## config.mk

```make
export PLATFORM = sky130hd
export DESIGN_NAME = bmirq_top
export DESIGN_NICKNAME = d
export VERILOG_FILES = /design/src/rtl/bmirq_pkg.sv /design/src/rtl/bmirq_pin_sync.sv /design/src/rtl/bmirq_top.sv
export SDC_FILE = /design/constraint.sdc
export NUM_CORES = 1
export LEC_CHECK = 0
export ABC_CLOCK_PERIOD_IN_PS = 2200
export BUFFER_PORTS_ARGS = -buffer_cell sky130_fd_sc_hd__buf_2
export CORE_ASPECT_RATIO = 1.25
export CORE_MARGIN = 1.5
export CORE_UTILIZATION = 40
export CTS_CLUSTER_DIAMETER = 100
export DETAILED_ROUTE_END_ITERATION = 10
export GPL_TIMING_DRIVEN = 1
export SYNTH_ARGS = -nofsm -noshare
export SYNTH_HDL_FRONTEND = slang
export SYNTH_HIERARCHICAL = 1
export SYNTH_SLANG_ARGS = --single-unit
```

## constraint.sdc

```tcl
create_clock -name clk_i -period 2.2 [get_ports clk_i]
set_clock_uncertainty 0.05 [all_clocks]
set_input_delay 0.44 -clock clk_i [delete_from_list [all_inputs] [get_ports clk_i]]
set_output_delay 0.44 -clock clk_i [all_outputs]
set_load 0.05 [all_outputs]
```

## src/rtl/bmirq_pkg.sv

```systemverilog
package bmirq_pkg;

    // Number of shared mode/interrupt pins.
    localparam int unsigned NUM_PINS       = 4;
    // Synchroniser depth for pin inputs.
    localparam int unsigned SYNC_STAGES    = 3;
    // Operating mode value after reset and while reset is held.
    localparam logic [3:0]  MODE_RESET_VAL = 4'h0;
    // Phase generator width and value after reset.
    localparam int unsigned PHASE_W        = 2;
    localparam logic [1:0]  PHASE_RESET    = 2'h0;
    // Bit positions within the mode value.
    localparam int unsigned MODE_BIT_A     = 0;
    localparam int unsigned MODE_BIT_D     = 3;
    // Settle count at which the strap value is captured after release.
    localparam logic [2:0]  SETTLE_CYC     = 3'h5;
    // Settle counter value after reset.
    localparam logic [2:0]  SETTLE_RESET   = 3'h0;

endpackage

```

## src/rtl/bmirq_pin_sync.sv

```systemverilog
`timescale 1ns/10ps
module bmirq_pin_sync
    import bmirq_pkg::*;
(
    // Clock and reset.
    input  wire logic clk_i,
    input  wire logic rst_n_i,
    // Asynchronous active-low pin.
    input  wire logic pin_n_i,
    // Filtered, active-high request level.
    output logic      level_o
);

    logic [2:0] stage_q;
    logic       level_q;
    wire        agree;

    // A change counts once the second and third stages agree.
    assign agree   = (stage_q[1] == stage_q[2]);
    assign level_o = level_q;

    always_ff @(posedge clk_i)
    begin
        if (!rst_n_i)
        begin
            stage_q <= 3'h7;
            level_q <= 1'b0;
        end
        else
        begin
            stage_q <= {stage_q[1:0], pin_n_i};
            if (agree)
            begin
                level_q <= ~stage_q[2];
            end
        end
    end

endmodule

```

## src/rtl/bmirq_top.sv

```systemverilog
// Function
// (RL1) Pins active low, synchronised before use
// (RL2) Latch sixteen-way mode at reset release
// (RL3) After reset, pins are maskable interrupt requests
// (RL4) Low first pin wakes from stop standby
// (RL5) Reset holds chip and clears phase generator
// (RL6) Reset held low through power-up
// (RL7) Stable clock supplied while reset asserted
// (RL8) First pin is mode LSB, fourth MSB
`timescale 1ns/10ps
module bmirq_top
    import bmirq_pkg::*;
(
    // Clock and reset.
    input  wire logic                clk_i,
    input  wire logic                rst_n_i,
    // Shared mode/interrupt pins, active low.
    input  wire logic                mode_sel0_irq0_pin_n_i,
    input  wire logic                mode_sel1_irq1_pin_n_i,
    input  wire logic                mode_sel2_irq2_pin_n_i,
    input  wire logic                mode_sel3_irq3_pin_n_i,
    // Interrupt configuration from the core.
    input  wire logic [3:0]          irq_mask_i,
    input  wire logic [3:0]          irq_edge_mode_i,
    input  wire logic [3:0]          irq_ack_i,
    // Stop standby status from the core.
    input  wire logic                stop_standby_i,
    // Mode, interrupt, wake, core reset and phase outputs.
    output logic [3:0]               operating_mode_register_o,
    output logic                     mode_valid_o,
    output logic [3:0]               irq_pending_o,
    output logic                     irq_o,
    output logic                     stop_wake_o,
    output logic                     core_reset_n_o,
    output logic [PHASE_W-1:0]       phase_o
);

    ////////////////////////////////////////////////////////////////////////
    // Pin synchronisers.

    wire  [3:0] pin_n;
    logic [3:0] req_lvl;

    assign pin_n = {mode_sel3_irq3_pin_n_i, mode_sel2_irq2_pin_n_i,
                    mode_sel1_irq1_pin_n_i, mode_sel0_irq0_pin_n_i};

    for (genvar g = 0; g < NUM_PINS; g++)
    begin : g_sync
        bmirq_pin_sync u_sync (
            .clk_i   (clk_i),
            .rst_n_i (rst_n_i),
            .pin_n_i (pin_n[g]),
            .level_o (req_lvl[g])
        ); // RL1
    end

    ////////////////////////////////////////////////////////////////////////
    // Mode capture at reset release.

    // The synchronisers need several edges after release before they show
    // the pins, so the capture waits until a settle counter runs out.
    // Straps must therefore stay put for a few cycles after release.
    typedef enum logic [1:0]
    {
        ST_HOLD   = 2'b00,
        ST_SETTLE = 2'b01,
        ST_RUN    = 2'b10
    } bmirq_state_e;

    bmirq_state_e       state_q;
    bmirq_state_e       state_d;
    logic [2:0]         settle_q;
    logic [2:0]         settle_d;
    logic               run_q;
    logic [3:0]         mode_q;
    logic [3:0]         mode_d;
    logic [3:0]         prev_lvl_q;
    logic [3:0]         pend_q;
    logic [PHASE_W-1:0] phase_q;
    wire                settled;
    wire                run_d;
    wire  [3:0]         strap_val;

    assign settled   = (settle_q == SETTLE_CYC);
    assign run_d     = (state_d == ST_RUN);
    // Pins are active low, so a low strap reads as one.
    assign strap_val = {req_lvl[MODE_BIT_D], req_lvl[2], req_lvl[1],
                        req_lvl[MODE_BIT_A]}; // RL8

    // The first edge after release already counts as a settle cycle.
    always_comb
    begin
        state_d  = state_q;
        settle_d = settle_q;
        mode_d   = mode_q;
        case (state_q)
            ST_HOLD:
            begin
                settle_d = settle_q + 3'h1;
                state_d  = ST_SETTLE;
            end
            ST_SETTLE:
            begin
                settle_d = settle_q + 3'h1;
                if (settled)
                begin
                    mode_d  = strap_val; // RL2
                    state_d = ST_RUN;
                end
            end
            ST_RUN:
            begin
                state_d = ST_RUN;
            end
            default:
            begin
                state_d = ST_HOLD;
            end
        endcase
    end

    always_ff @(posedge clk_i)
    begin
        if (!rst_n_i)
        begin
            state_q  <= ST_HOLD;
            settle_q <= SETTLE_RESET;
            mode_q   <= MODE_RESET_VAL;
        end
        else
        begin
            state_q  <= state_d;
            settle_q <= settle_d;
            mode_q   <= mode_d;
        end
    end

    // The run flag is kept in a flop of its own so that the reset output
    // to the core is free of decode glitches.
    always_ff @(posedge clk_i)
    begin
        if (!rst_n_i)
        begin
            run_q <= 1'b0; // RL5
        end
        else
        begin
            run_q <= run_d;
        end
    end

    ////////////////////////////////////////////////////////////////////////
    // Interrupt requests.

    wire [3:0] fall_evt;
    wire [3:0] pend_d;

    // A falling pin is a rising active-high level.
    assign fall_evt = req_lvl & ~prev_lvl_q;
    // Edge requests are sticky; a new edge wins over an acknowledge.
    assign pend_d   = irq_edge_mode_i & ((pend_q & ~irq_ack_i) | fall_evt);

    always_ff @(posedge clk_i)
    begin
        if (!rst_n_i)
        begin
            prev_lvl_q <= 4'h0;
            pend_q     <= 4'h0;
        end
        else
        begin
            prev_lvl_q <= req_lvl;
            if (run_q)
            begin
                pend_q <= pend_d; // RL3
            end
        end
    end

    // Level requests follow the synchronised pin; nothing is requested
    // until the mode has been captured.
    wire [3:0] raw_req;

    assign raw_req = run_q ? ((irq_edge_mode_i & pend_q)
                             | (~irq_edge_mode_i & req_lvl)) : 4'h0; // RL3

    ////////////////////////////////////////////////////////////////////////
    // Phase generator.

    always_ff @(posedge clk_i)
    begin
        if (!rst_n_i)
        begin
            phase_q <= PHASE_RESET; // RL5
        end
        else
        begin
            phase_q <= phase_q + {{(PHASE_W-1){1'b0}}, 1'b1};
        end
    end

    ////////////////////////////////////////////////////////////////////////
    // Outputs.

    assign operating_mode_register_o = mode_q;
    assign mode_valid_o              = run_q;
    assign irq_pending_o             = raw_req;
    assign irq_o                     = |(raw_req & irq_mask_i);
    assign stop_wake_o               = run_q && stop_standby_i
                                       && req_lvl[0]; // RL4
    assign core_reset_n_o            = run_q; // RL5
    assign phase_o                   = phase_q;

endmodule

```

==> impl_metrics.json <==
{
  "holdWs_ns": 0.286,
  "ys_seq_area_share_pct": 55.0,
  "numCtsBuffers": 5,
  "p_leak_nw": 0.715,
  "cp-start-kind": "flop",
  "cts_htree_levels": 2,
  "synth_area_mm2": 0.00131,
  "ant_nets": 0,
  "final_cell_mix": "dfxtp_1, buf_2, nor2_1",
  "antenna_found_initial": 0,
  "num_antenna_cells": 0,
  "die_h_um": 67.0,
  "cts_tree": "built",
  "crit_type": "reg2out",
  "worst_slew_pin_slew_ns": 0.406,
  "fillers": 294,
  "wl_per_cell_um": 10.9,
  "vdd_ir_drop_max_mv": 0.414,
  "clockBufferDepth": 2,
  "p_switching_mw": 0.265,
  "post_cts.repair.setup_buffers": 0,
  "vias": 973,
  "grt_max_degree": 15,
  "die_area_mm2": 0.00363,
  "tns_ns": 0,
  "drt-vias-per-instance": 4.75,
  "rsz0062_at_grt": "false",
  "fp.dieW_um": 54.2,
  "grt_util_all_layers_pct": 13.9,
  "drive_above_1_share_pct": 28.0,
  "clock_latency_ns": 0.28,
  "path_clk_slew_ns": 0.06,
  "pwr-share-comb_pct": 6.5,
  "dpl_worst_slack_ns": 0.282,
  "crit_fanout": 11,
  "clock_power_share_pct": 38.7,
  "hold_buffers": 0,
  "stdcell_count": 205,
  "power.density_mw_per_mm2": 779,
  "arrival_ns": 1.47,
  "synth_top_area_share_pct": 55.0,
  "synthDistinctLibCells": 27,
  "layout_commonest_cell": "dfxtp_1",
  "final_max_slew_viol_count": 0,
  "area_growth_syn_to_layout_pct": 22.4,
  "cp-end-kind": "output port",
  "drcViolationCount": 0,
  "synthCells": 132,
  "coreArea_mm2": 0.00317,
  "initial_utilization_pct": 41.4,
  "root_buffer": "clkbuf_8",
  "drv_cap": 0,
  "cts_resized": 0,
  "p_int_mw": 0.986,
  "drtPass1Iterations": 4,
  "drt_iter0_markers": 19,
  "fin_crit_sh_pct": 89.3,
  "final_hold_viol_count": 0,
  "fmax_mhz": 509,
  "yosys_warnings": 6,
  "place_inst": 198,
  "wl_mm": 2.23,
  "grt_overflow": 0,
  "min_period_ns": 1.96,
  "ios": 33,
  "p_sw_share_pct": 21.2,
  "port_buffers": 32,
  "slew_headroom_pct": 72.9,
  "grt_pass1_wl_mm": 3.48,
  "grt_pass1_vias": 830,
  "hold_class": "in2reg",
  "ys_seq_elements": 36,
  "yosysTopAreaCell": "dfxtp_1",
  "power_frac_seq_pct": 54.8,
  "setup_slack_ns": 0.235,
  "setup_viol": 0,
  "place.gp.congestion": 0.680,
  "final_nets": 189,
  "crit_required_ns": 1.71,
  "dp_hpwl_mm": 1.66,
  "clock_sinks": 36,
  "syn_avg_cell_area_um2": 9.93,
  "status": "complete, no violations",
  "rows": 23,
  "synthTopCellsByArea": "dfxtp_1, nand2b_1, nor2_1, o21ai_1, a21oi_1",
  "syn_nets": 153,
  "finalPower_mw": 1.25
}
==> power by group through the flow <==
stage | Combinational, mW | Sequential (mW) | Clock, mW
2_1_floorplan | 0.0391 | 0.710 | 0
6_report | 0.0809 | 0.686 | 0.484
4_1_cts | 0.0822 | 0.686 | 0.502
3_3_place_gp | 0.0788 | 0.698 | 0
3_5_place_dp | 0.0818 | 0.700 | 0
5_1_grt | 0.0904 | 0.687 | 0.531
==> path summary, 6_finish.rpt <==
check	from	end	cells past startpoint	slack, ns
min reg2reg	g_sync[3].u_sync/stage_q[0]$_SDFF_PN1_	g_sync[3].u_sync/stage_q[1]$_SDFF_PN1_	1	0.35
max reg2reg	settle_q[0]$_SDFFE_PN0P_	operating_mode_register_o[3]$_SDFFE_PN0P_	4	1.07
max	core_reset_n_o$_SDFF_PN0_	irq_o	4	0.24
min	mode_sel3_irq3_pin_n_i	g_sync[3].u_sync/stage_q[0]$_SDFF_PN1_	2	0.29
==> cell usage after synthesis <==
cell type  number
nand4b_4        1
nand2_1         7
ha_1            2
nand4b_1        4
a211o_1         1
xnor2_1         2
nor2b_1         4
and3_1          1
inv_4           1
buf_2           2
dfxtp_1        36
nand2b_1       13
inv_1           5
a21oi_1         7
nor2b_2         1
o21ai_1         8
mux2i_1         3
xor2_1          1
nor2_1         15
a311oi_1        1
buf_4           2
a21boi_1        4
o21a_1          4
mux2i_2         1
nand3_1         4
o22ai_1         1
inv_2           1
==> state kept, by name, indices dropped and copies added, names as in the netlist <==
signal,cells
prev_lvl_q,4
state_q,2
phase_o,2
settle_q,3
operating_mode_register_o,4
g_sync.u_sync/level_o,4
g_sync.u_sync/stage_q,12
pend_q,4
core_reset_n_o,1
==> final cells by class <==
type                       count  area [um2]  area share [%]
timing repair buffer          33         168            10.4
inverter                       7        28.8            1.79
clock buffer                   7        96.3            6.00
multi-input combinational     85         546            34.0
sequential                    36         721            44.9
tap                           37        46.3            2.88
==> metrics by stage <==
step	instance area, um2	utilization, %
3_5_place_dp	1510	47.7
6_report	1610	50.7
2_1_floorplan	1320	-
4_1_cts	1610	50.7
3_3_place_gp	1510	47.7
5_1_grt	1610	50.7
==> kinds of logic (layout without fill, tap and decap cells) <==
family	after synthesis	count (layout)	synth area share, %
AO/OA/AOI/OAI	26	26	12.1
multiplexers	4	4	3.34
AND/OR/NAND/NOR	50	50	21.6
adder cells (fa/ha/maj)	2	2	1.91
buffers and inverters	11	47	4.10
flip-flops	36	36	55.0
XOR/XNOR	3	3	2.00
==> layer usage <==
metal	share of wire [%]	GRT usage, %	vias to the layer above	wire [um]
met5	0	0	-	0
met4	2.2	10.3	0	50
met3	6.5	4.93	5	146
met2	46	22.9	29	1040
met1	45	13.8	428	1000
li1	-	-	511	-
==> worst max-delay path, stage by stage, from the launching register on <==
cell,delay [ns]
dfxtp_1,0.57
inv_4,0.11
nor2_4,0.13
a211o_2,0.13
buf_2,0.25
(Power assumes the default switching activity.)
